<file path="src/logic/bdsr_pkg.sv">
// constants and types shared by the bias dac source select register bank
package bdsr_pkg;
    localparam int unsigned ADDR_W = 9;
    localparam int unsigned DATA_W = 8;
    localparam int unsigned ROW_W  = 6;
    localparam int unsigned LUT_DEPTH = 128;
    localparam int unsigned LUT_IDX_W = 7;

    localparam logic [8:0] ADDR_TABLE_ONE_ROW = 9'h081;
    localparam logic [8:0] ADDR_TABLE_TWO_ROW = 9'h082;
    localparam logic [8:0] ADDR_DAC1_CODE = 9'h083;
    localparam logic [8:0] ADDR_DAC2_CODE = 9'h084;
    localparam logic [8:0] ADDR_CFG      = 9'h085;
    localparam logic [8:0] ADDR_WEN      = 9'h086;
    localparam logic [8:0] ADDR_STATUS   = 9'h087;
    localparam logic [8:0] ADDR_RSVD_LO  = 9'h088;
    localparam logic [8:0] ADDR_RSVD_HI  = 9'h08F;
    localparam logic [8:0] TABLE_ONE_BASE     = 9'h090;
    localparam logic [8:0] TABLE_TWO_BASE     = 9'h0D0;
    localparam logic [8:0] LUT_LAST      = 9'h10F;

    localparam int unsigned CFG_DAC2_SRC  = 7;
    localparam int unsigned CFG_TABLE_TWO_SRC  = 6;
    localparam int unsigned CFG_DAC1_SRC  = 5;
    localparam int unsigned CFG_TABLE_ONE_SRC  = 4;
    localparam int unsigned CFG_GEN2_FS_LSB = 2;
    localparam int unsigned CFG_GEN1_FS_LSB = 0;
    localparam int unsigned WEN_BIT       = 7;
    localparam int unsigned STATUS_ADC_LSB = 2;

    localparam logic [7:0] WEN_SET_CODE   = 8'h80;
    localparam logic [7:0] WEN_CLEAR_CODE = 8'h00;
    localparam logic [7:0] CFG_RESET      = 8'h00;
    localparam logic [7:0] CODE_RESET     = 8'h00;
    localparam logic [5:0] ROW_RESET      = 6'h00;
    localparam logic [7:0] READ_ZERO      = 8'h00;

    typedef enum logic [1:0] {
        FS_EXTERNAL,
        FS_LOW,
        FS_MIDDLE,
        FS_HIGH
    } bdsr_fs_t;
endpackage

</file>
<file path="src/logic/bdsr_lut_mem.sv">
// two look-up tables in one array, one write port and two registered read ports
`timescale 1ns/1ps
`default_nettype none
module bdsr_lut_mem #(
    parameter int unsigned WIDTH = 8,
    parameter int unsigned DEPTH = 128
) (
    input  wire logic                     clk_in,
    input  wire logic                     rst_n_in,
    input  wire logic                     we_in,
    input  wire logic [$clog2(DEPTH)-1:0] waddr_in,
    input  wire logic [WIDTH-1:0]         wdata_in,
    input  wire logic [$clog2(DEPTH)-1:0] raddr_a_in,
    input  wire logic [$clog2(DEPTH)-1:0] raddr_b_in,
    output var  logic [WIDTH-1:0]         rdata_a_out,
    output var  logic [WIDTH-1:0]         rdata_b_out
);
    logic [WIDTH-1:0] mem_r [DEPTH];

    if (DEPTH < 2 || WIDTH < 1)
    begin : g_bad
        $error("bdsr_lut_mem: depth or width too small");
    end

    // table contents carry no reset; only the read registers do
    always_ff @(posedge clk_in)
    begin
        if (we_in)
        begin
            mem_r[waddr_in] <= wdata_in;
        end
    end

    always_ff @(posedge clk_in or negedge rst_n_in)
    begin
        if (!rst_n_in)
        begin
            rdata_a_out <= '0;
            rdata_b_out <= '0;
        end
        else
        begin
            rdata_a_out <= mem_r[raddr_a_in];
            rdata_b_out <= mem_r[raddr_b_in];
        end
    end
endmodule
`default_nettype wire

</file>
<file path="src/logic/bdsr_regs.sv">
// control register bank steering the two bias dacs and their look-up tables
//
// How it works
// addresses 88h to 8Fh do nothing
// generator two polarity resets to source
// table one row override at 81h
// table one row from override or converter
// table one byte address is 90h plus row
// table two row override at 82h
// table two row from override or converter
// table two byte address is D0h plus row
// dac one direct code at 83h
// dac one takes direct code or table
// dac two direct code at 84h
// dac two takes direct code or table
// config register at 85h, resets zero
// generator one full-scale field decoding
// generator two full-scale field decoding
// write enable register at 86h
// clear latch aborts writes with no ack
// latch resets clear, 80h sets, 00h clears
// latch write leaves other bits alone
// converter status at 87h is read-only
// write enable register always writable
`timescale 1ns/1ps
`default_nettype none
module bdsr_regs #(
    parameter int unsigned ROW_WIDTH = bdsr_pkg::ROW_W
) (
    input  wire logic                        clk_sys_in,
    input  wire logic                        rstn_in,
    input  wire logic                        wr_in,
    input  wire logic                        rd_in,
    input  wire logic [bdsr_pkg::ADDR_W-1:0] addr_in,
    input  wire logic [bdsr_pkg::DATA_W-1:0] wdata_in,
    input  wire logic                        volatility_select_in,
    input  wire logic                        gen1_polarity_select_in,
    input  wire logic                        gen2_polarity_select_in,
    input  wire logic [5:0]                  converter_result_bits_in,
    output var  logic                        ack_out,
    output var  logic                        nack_out,
    output var  logic                        rvalid_out,
    output var  logic [bdsr_pkg::DATA_W-1:0] rdata_out,
    output var  logic                        nv_commit_out,
    output var  logic [bdsr_pkg::ADDR_W-1:0] nv_addr_out,
    output var  logic [bdsr_pkg::DATA_W-1:0] nv_data_out,
    output var  logic [bdsr_pkg::ADDR_W-1:0] table_one_byte_addr_out,
    output var  logic [bdsr_pkg::ADDR_W-1:0] table_two_byte_addr_out,
    output var  logic [7:0]                  dac_one_code_out,
    output var  logic [7:0]                  dac_two_code_out,
    output var  bdsr_pkg::bdsr_fs_t          gen1_full_scale_sel_out,
    output var  bdsr_pkg::bdsr_fs_t          gen2_full_scale_sel_out,
    output var  logic                        gen1_sink_out,
    output var  logic                        gen2_sink_out,
    output var  logic                        write_enable_latch_out
);
    import bdsr_pkg::*;

    if (ROW_WIDTH != ROW_W)
    begin : g_bad_row
        $error("bdsr_regs: table rows are fixed at six bits");
    end

    logic rst_meta_r;
    logic rst_n;

    // release is synchronised so every register leaves reset on the same edge
    always_ff @(posedge clk_sys_in or negedge rstn_in)
    begin
        if (!rstn_in)
        begin
            rst_meta_r <= 1'b0;
            rst_n      <= 1'b0;
        end
        else
        begin
            rst_meta_r <= 1'b1;
            rst_n      <= rst_meta_r;
        end
    end

    logic [5:0] table_one_ovr_r, table_one_ovr_nxt;
    logic [5:0] table_two_ovr_r, table_two_ovr_nxt;
    logic [7:0] dac1_dir_r, dac1_dir_nxt;
    logic [7:0] dac2_dir_r, dac2_dir_nxt;
    logic [7:0] cfg_r, cfg_nxt;
    logic       wel_r, wel_nxt;
    logic       ack_nxt, nack_nxt, rvalid_nxt, nv_nxt;
    logic [7:0] rdata_nxt;
    logic [8:0] tbl1_addr_nxt, tbl2_addr_nxt;
    logic [7:0] dac1_nxt, dac2_nxt;
    logic       wr_wen, wr_ok, lut_we;
    logic [5:0] row1, row2;
    logic [LUT_IDX_W-1:0] lut_widx, lut_ridx1, lut_ridx2;
    logic [7:0] lut_rd1, lut_rd2;

    always_comb
    begin
        table_one_ovr_nxt = table_one_ovr_r;
        table_two_ovr_nxt = table_two_ovr_r;
        dac1_dir_nxt = dac1_dir_r;
        dac2_dir_nxt = dac2_dir_r;
        cfg_nxt      = cfg_r;
        wel_nxt      = wel_r;
        wr_wen       = wr_in && (addr_in == ADDR_WEN);
        // latch register open
        // latch gates writes
        wr_ok        = wr_in && (wel_r || wr_wen);
        ack_nxt      = wr_ok;
        nack_nxt     = wr_in && !wr_ok;
        nv_nxt       = 1'b0;
        lut_we       = 1'b0;
        lut_widx     = LUT_IDX_W'(addr_in - TABLE_ONE_BASE);
        if (wr_ok)
        begin
            // table one override
            if (addr_in == ADDR_TABLE_ONE_ROW)
            begin
                table_one_ovr_nxt = wdata_in[5:0];
                nv_nxt       = volatility_select_in;
            end
            // table two override
            else if (addr_in == ADDR_TABLE_TWO_ROW)
            begin
                table_two_ovr_nxt = wdata_in[5:0];
                nv_nxt       = volatility_select_in;
            end
            // dac one code
            else if (addr_in == ADDR_DAC1_CODE)
            begin
                dac1_dir_nxt = wdata_in;
                nv_nxt       = volatility_select_in;
            end
            // dac two code
            else if (addr_in == ADDR_DAC2_CODE)
            begin
                dac2_dir_nxt = wdata_in;
                nv_nxt       = volatility_select_in;
            end
            // config always nonvolatile
            else if (addr_in == ADDR_CFG)
            begin
                cfg_nxt = wdata_in;
                nv_nxt  = 1'b1;
            end
            // set or clear latch
            // other bits untouched
            else if (addr_in == ADDR_WEN)
            begin
                if (wdata_in == WEN_SET_CODE)
                begin
                    wel_nxt = 1'b1;
                end
                else if (wdata_in == WEN_CLEAR_CODE)
                begin
                    wel_nxt = 1'b0;
                end
            end
            else if (addr_in >= TABLE_ONE_BASE && addr_in <= LUT_LAST)
            begin
                lut_we = 1'b1;
                nv_nxt = 1'b1;
            end
            // reserved range ignored
            // status write ignored
        end
        rvalid_nxt = rd_in;
        if (!rd_in)
        begin
            rdata_nxt = READ_ZERO;
        end
        else if (addr_in == ADDR_TABLE_ONE_ROW)
        begin
            rdata_nxt = {2'b00, table_one_ovr_r};
        end
        else if (addr_in == ADDR_TABLE_TWO_ROW)
        begin
            rdata_nxt = {2'b00, table_two_ovr_r};
        end
        else if (addr_in == ADDR_DAC1_CODE)
        begin
            rdata_nxt = dac1_dir_r;
        end
        else if (addr_in == ADDR_DAC2_CODE)
        begin
            rdata_nxt = dac2_dir_r;
        end
        else if (addr_in == ADDR_CFG)
        begin
            rdata_nxt = cfg_r;
        end
        // latch register readback
        else if (addr_in == ADDR_WEN)
        begin
            rdata_nxt = {wel_r, 7'h00};
        end
        // converter result readback
        else if (addr_in == ADDR_STATUS)
        begin
            rdata_nxt = {converter_result_bits_in, 2'b00};
        end
        else
        begin
            rdata_nxt = READ_ZERO;
        end
    end

    // table one row source
    // table two row source
    always_comb
    begin
        row1 = cfg_r[CFG_TABLE_ONE_SRC] ? table_one_ovr_r : converter_result_bits_in;
        row2 = cfg_r[CFG_TABLE_TWO_SRC] ? table_two_ovr_r : converter_result_bits_in;
        // base plus row
        tbl1_addr_nxt = TABLE_ONE_BASE + {3'b000, row1};
        // base plus row
        tbl2_addr_nxt = TABLE_TWO_BASE + {3'b000, row2};
        lut_ridx1 = LUT_IDX_W'(tbl1_addr_nxt - TABLE_ONE_BASE);
        lut_ridx2 = LUT_IDX_W'(tbl2_addr_nxt - TABLE_ONE_BASE);
        // dac one source
        dac1_nxt = cfg_r[CFG_DAC1_SRC] ? dac1_dir_r : lut_rd1;
        // dac two source
        dac2_nxt = cfg_r[CFG_DAC2_SRC] ? dac2_dir_r : lut_rd2;
    end

    // table read is registered, so a direct code reaches its dac one cycle before a table row does
    bdsr_lut_mem #(
        .WIDTH (8),
        .DEPTH (LUT_DEPTH)
    ) u_lut (
        .clk_in      (clk_sys_in),
        .rst_n_in    (rst_n),
        .we_in       (lut_we),
        .waddr_in    (lut_widx),
        .wdata_in    (wdata_in),
        .raddr_a_in  (lut_ridx1),
        .raddr_b_in  (lut_ridx2),
        .rdata_a_out (lut_rd1),
        .rdata_b_out (lut_rd2)
    );

    always_ff @(posedge clk_sys_in or negedge rst_n)
    begin
        if (!rst_n)
        begin
            table_one_ovr_r <= ROW_RESET;
            table_two_ovr_r <= ROW_RESET;
            dac1_dir_r <= CODE_RESET;
            dac2_dir_r <= CODE_RESET;
            // config defaults zero
            cfg_r      <= CFG_RESET;
            // latch powers up clear
            wel_r      <= 1'b0;
            ack_out    <= 1'b0;
            nack_out   <= 1'b0;
            rvalid_out <= 1'b0;
            rdata_out  <= READ_ZERO;
            nv_commit_out <= 1'b0;
            nv_addr_out   <= '0;
            nv_data_out   <= '0;
            table_one_byte_addr_out <= TABLE_ONE_BASE;
            table_two_byte_addr_out <= TABLE_TWO_BASE;
            dac_one_code_out <= CODE_RESET;
            dac_two_code_out <= CODE_RESET;
            // source by default
            gen1_sink_out <= 1'b0;
            gen2_sink_out <= 1'b0;
        end
        else
        begin
            table_one_ovr_r <= table_one_ovr_nxt;
            table_two_ovr_r <= table_two_ovr_nxt;
            dac1_dir_r <= dac1_dir_nxt;
            dac2_dir_r <= dac2_dir_nxt;
            cfg_r      <= cfg_nxt;
            wel_r      <= wel_nxt;
            ack_out    <= ack_nxt;
            nack_out   <= nack_nxt;
            rvalid_out <= rvalid_nxt;
            rdata_out  <= rdata_nxt;
            nv_commit_out <= nv_nxt;
            nv_addr_out   <= addr_in;
            nv_data_out   <= wdata_in;
            table_one_byte_addr_out <= tbl1_addr_nxt;
            table_two_byte_addr_out <= tbl2_addr_nxt;
            dac_one_code_out <= dac1_nxt;
            dac_two_code_out <= dac2_nxt;
            // polarity follows select
            gen1_sink_out <= gen1_polarity_select_in;
            gen2_sink_out <= gen2_polarity_select_in;
        end
    end

    // generator one decoding
    // generator two decoding
    assign gen1_full_scale_sel_out = bdsr_fs_t'(cfg_r[CFG_GEN1_FS_LSB +: 2]);
    assign gen2_full_scale_sel_out = bdsr_fs_t'(cfg_r[CFG_GEN2_FS_LSB +: 2]);
    assign write_enable_latch_out  = wel_r;
endmodule
`default_nettype wire

</file>
<file path="config.mk">
export PLATFORM = sky130hd
export DESIGN_NAME = bdsr_regs
export DESIGN_NICKNAME = d
export VERILOG_FILES = /design/src/logic/bdsr_pkg.sv /design/src/logic/bdsr_lut_mem.sv /design/src/logic/bdsr_regs.sv
export SDC_FILE = /design/constraint.sdc
export NUM_CORES = 1
export LEC_CHECK = 0
export BUFFER_PORTS_ARGS = -buffer_cell sky130_fd_sc_hd__buf_2
export CAP_MARGIN = 40
export CORE_ASPECT_RATIO = 2
export CORE_UTILIZATION = 45
export CTS_BUF_LIST = sky130_fd_sc_hd__clkbuf_2
export DETAILED_ROUTE_END_ITERATION = 8
export SYNTH_ARGS = -nofsm -noshare
export SYNTH_HDL_FRONTEND = slang
export SYNTH_SLANG_ARGS = --single-unit
export TNS_END_PERCENT = 30
</file>
<file path="constraint.sdc">
create_clock -name clk_sys_in -period 4.3 [get_ports clk_sys_in]
set_input_delay 0.86 -clock clk_sys_in [delete_from_list [all_inputs] [get_ports clk_sys_in]]
set_output_delay 0.86 -clock clk_sys_in [all_outputs]
set_load 0.02 [all_outputs]
</file>
==> qor.yml <==
outcome: "complete, no violations"
row_count: 172
num_io_pins: 100
fin_cells: 6085
post-dp-hpwl_um: 117000
pwr_density_cell_mw_per_mm2: 371
ys_warn_count: 0
synth_edf_count: 1024
numClockSinks: 1141
regToRegStartpoint: "cfg_r[4]$_DFFE_PN0P_"
regToRegSetupSlack_ns: 0.17
rsz0062_at_grt: "no"
cts_buffer_depth: 3
cp.required_ns: 5.78
crit_path_cell_trace: "mux2i_4, inv_8, buf_4, mux4_2, a2111oi_0, buf_1, nor3_1, buf_4, nor4b_2, a2bb2oi_1"
ys_ff_latch: 1141
cp-start-kind: "flop"
grt_overflow: 0
hold_violations: 0
path_class: "flop to flop"
async_reset_ff_share_pct: 10.3
via_per_inst: 6.00
cts.clk_slew.worst_paths_ns: 0.13
fin_util_pct: 51.9
synth_top_area_share_pct: 61.8
fmax_mhz: 242
r2r_end: "u_lut.rdata_a_out[3]$_DFF_PN0_"
crit_top_cell: "buf_4"
fin_crit_ns: 4.13
drv_cap: 0
grt_max_degree: 110
layout.nets: 4529
die_x_um: 237
fin_crit_sh_pct: 96.1
grt_pass1_wl_um: 245000
slew_viol_final: 0
synth_cell_types: 69
drtAntennaViolNets: 0
syn2layout_area_growth_pct: 14.5
crit_fanout: 36
ys_seq_area_share_pct: 67.7
drc: 0
grt_pass1_vias: 36800
die-height_um: 472
antenna_found_initial: 4
dpl_worst_slack_ns: 0.0523
cpPeakStageDelay_ns: 0.64
worst_pin_slew_ns: 1.14
setup_violations: 0
dieArea_mm2: 0.112
io_buffers: 97
wl_per_cell_um: 28.3
hold_class: "flop to async pin"
drive_gt1_share_pct: 19.6
placed_cells: 5590
reg2regPathDepth: 10
peakVddDrop_mv: 0.275
place.gp.congestion: 0.978
maxSlewHeadroom_pct: 23.8
setup_tns_ns: 0
root_buffer: "clkbuf_2"
worstSetupEndpointType: "flop"
core_area_mm2: 0.110
insertion_delay_ns: 1.70
p_leak_uw: 0.0213
syn-cell-area_mm2: 0.0498
h-tree-depth: 4
synth_flop_cell: "edfxtp_1"
dr.pass1.iters: 6
netlist_instances: 4047
syn-mean-instance-area_um2: 12.3
setup_slack_ns: 0.167
ctsHoldBuffers: 61
synth_largest_area_cell: "edfxtp_1"
ctsResizeCount: 0
cp_data_arrival_time_ns: 5.62
cp_slowest_cell: "dfrtp_1"
cts_tree: "yes"
start_util_pct: 45.4
vias: 36500
cts_buffers: 231
grt_use_total_pct: 30.7
synthTopCellsByArea: "edfxtp_1 (62%), nand2_1 (8.4%), dfrtp_1 (5.7%), nand3_1 (4.1%), mux2i_1 (4.1%)"
routed_wl_um: 172000
fin_skew_ns: 0.123
cts_setup_buffers: 0
drt_iter0_drc: 3482
[sequential cells by signal, indices dropped and copies added, names as in the netlist, 6 cells and up]
| signal | cells |
|---|---|
| nv_data_out | 8 |
| u_lut.rdata_a_out | 8 |
| table_one_byte_addr_out | 7 |
| table_two_ovr_r | 6 |
| u_lut.rdata_b_out | 8 |
| dac1_dir_r | 8 |
| nv_addr_out | 9 |
| cfg_r | 8 |
| table_one_ovr_r | 6 |
| rdata_out | 8 |
| dac_one_code_out | 8 |
| dac2_dir_r | 8 |
| u_lut.mem_r | 1024 |
| dac_two_code_out | 8 |
| table_two_byte_addr_out | 8 |
[metrics by stage]
stage          hold slack, ns  total power (µW)  cell area (µm²)
2_1_floorplan           0.331             13400            49800
3_3_place_gp            0.347             14400            53800
3_5_place_dp            0.141             14400            54100
4_1_cts                0.0102             21200            57000
5_1_grt                0.0292             21800            57000
6_report                0.146             21100            57000
[logic make-up after synthesis]
kind of cell               share of synthesized area, %
muxes                                              6.94
AOI/OAI and AO/OA                                  6.45
buffers and inverters                              2.65
xor gates and xnor gates                         0.0528
DFF                                                67.7
other                                            0.0151
adders and majority gates                         0.151
and+or+nand+nor                                    16.1
[synthesized netlist by cell type (all sizes together), types with 23 or more instances]
cell	count
clkbuf	130
mux4	34
nor2	159
buf	153
nor3	28
o22ai	47
nor4	23
o221ai	28
edfxtp	1024
mux2i	205
a311oi	136
a31oi	50
nand3	405
or3	25
a21oi	66
nand2	1109
and3	78
dfrtp	114
mux2	54
[cell type report]
type / count / area, µm²
antenna: 7 / 17.5
clock buffer: 331 / 1660
clock inverter: 95 / 648
fill: 9581 / 52700
inverter: 19 / 97.6
multi-input combinational: 2605 / 14900
sequential: 1141 / 33700
tap: 1392 / 1740
timing repair buffer: 495 / 4260
[per-layer routing]
metal,up-vias,global-route usage (%),part of all wire (%),wire [µm]
li1,16100,-,-,-
met1,17900,30.0,32,54200
met2,1882,54.1,51,88600
met3,679,5.48,6.1,10400
met4,2,29.5,11,18800
met5,-,0,0.0087,15
[cell usage in the layout (no fill, tap or decap), drive strengths merged, types with 47 or more instances in the layout]
cell and instances:
a21oi 66, a311oi 136, a31oi 50, and3 78, buf 434, clkbuf 331
clkinv 80, dfrtp 114, dlygate4sd3 61, edfxtp 1024, mux2 54, mux2i 205
nand2 1109, nand3 405, nor2 159, o22ai 47
[power breakdown]
part / internal, µW / leakage, µW / switching, µW
combinational: 619 / 0.00889 / 1420
clock: 2660 / 0.00169 / 4240
sequential: 12100 / 0.0107 / 64.6
[worst max path at each step]
stage | startpoint | to | depth (start not counted)
floorplan | addr_in[4] | u_lut.mem_r[47][0]$_DFFE_PP_ | 11
finish | cfg_r[4]$_DFFE_PN0P_ | u_lut.rdata_a_out[3]$_DFF_PN0_ | 10
global route | cfg_r[4]$_DFFE_PN0P_ | u_lut.rdata_a_out[3]$_DFF_PN0_ | 10
detailed placement | converter_result_bits_in[0] | u_lut.rdata_a_out[3]$_DFF_PN0_ | 11
CTS | cfg_r[4]$_DFFE_PN0P_ | u_lut.rdata_a_out[3]$_DFF_PN0_ | 10
global placement | converter_result_bits_in[0] | u_lut.rdata_a_out[7]$_DFF_PN0_ | 9
[worst max-delay path: cells and delay by family, from the launching register on]
kind                   cells  cell delay, ns
buffers and inverters      4            1.05
multiplexers               2            0.86
AO/OA/AOI/OAI              2            0.75
flip-flops                 1            0.64
AND/OR/NAND/NOR            2            0.61
(Power assumes the default switching activity.)
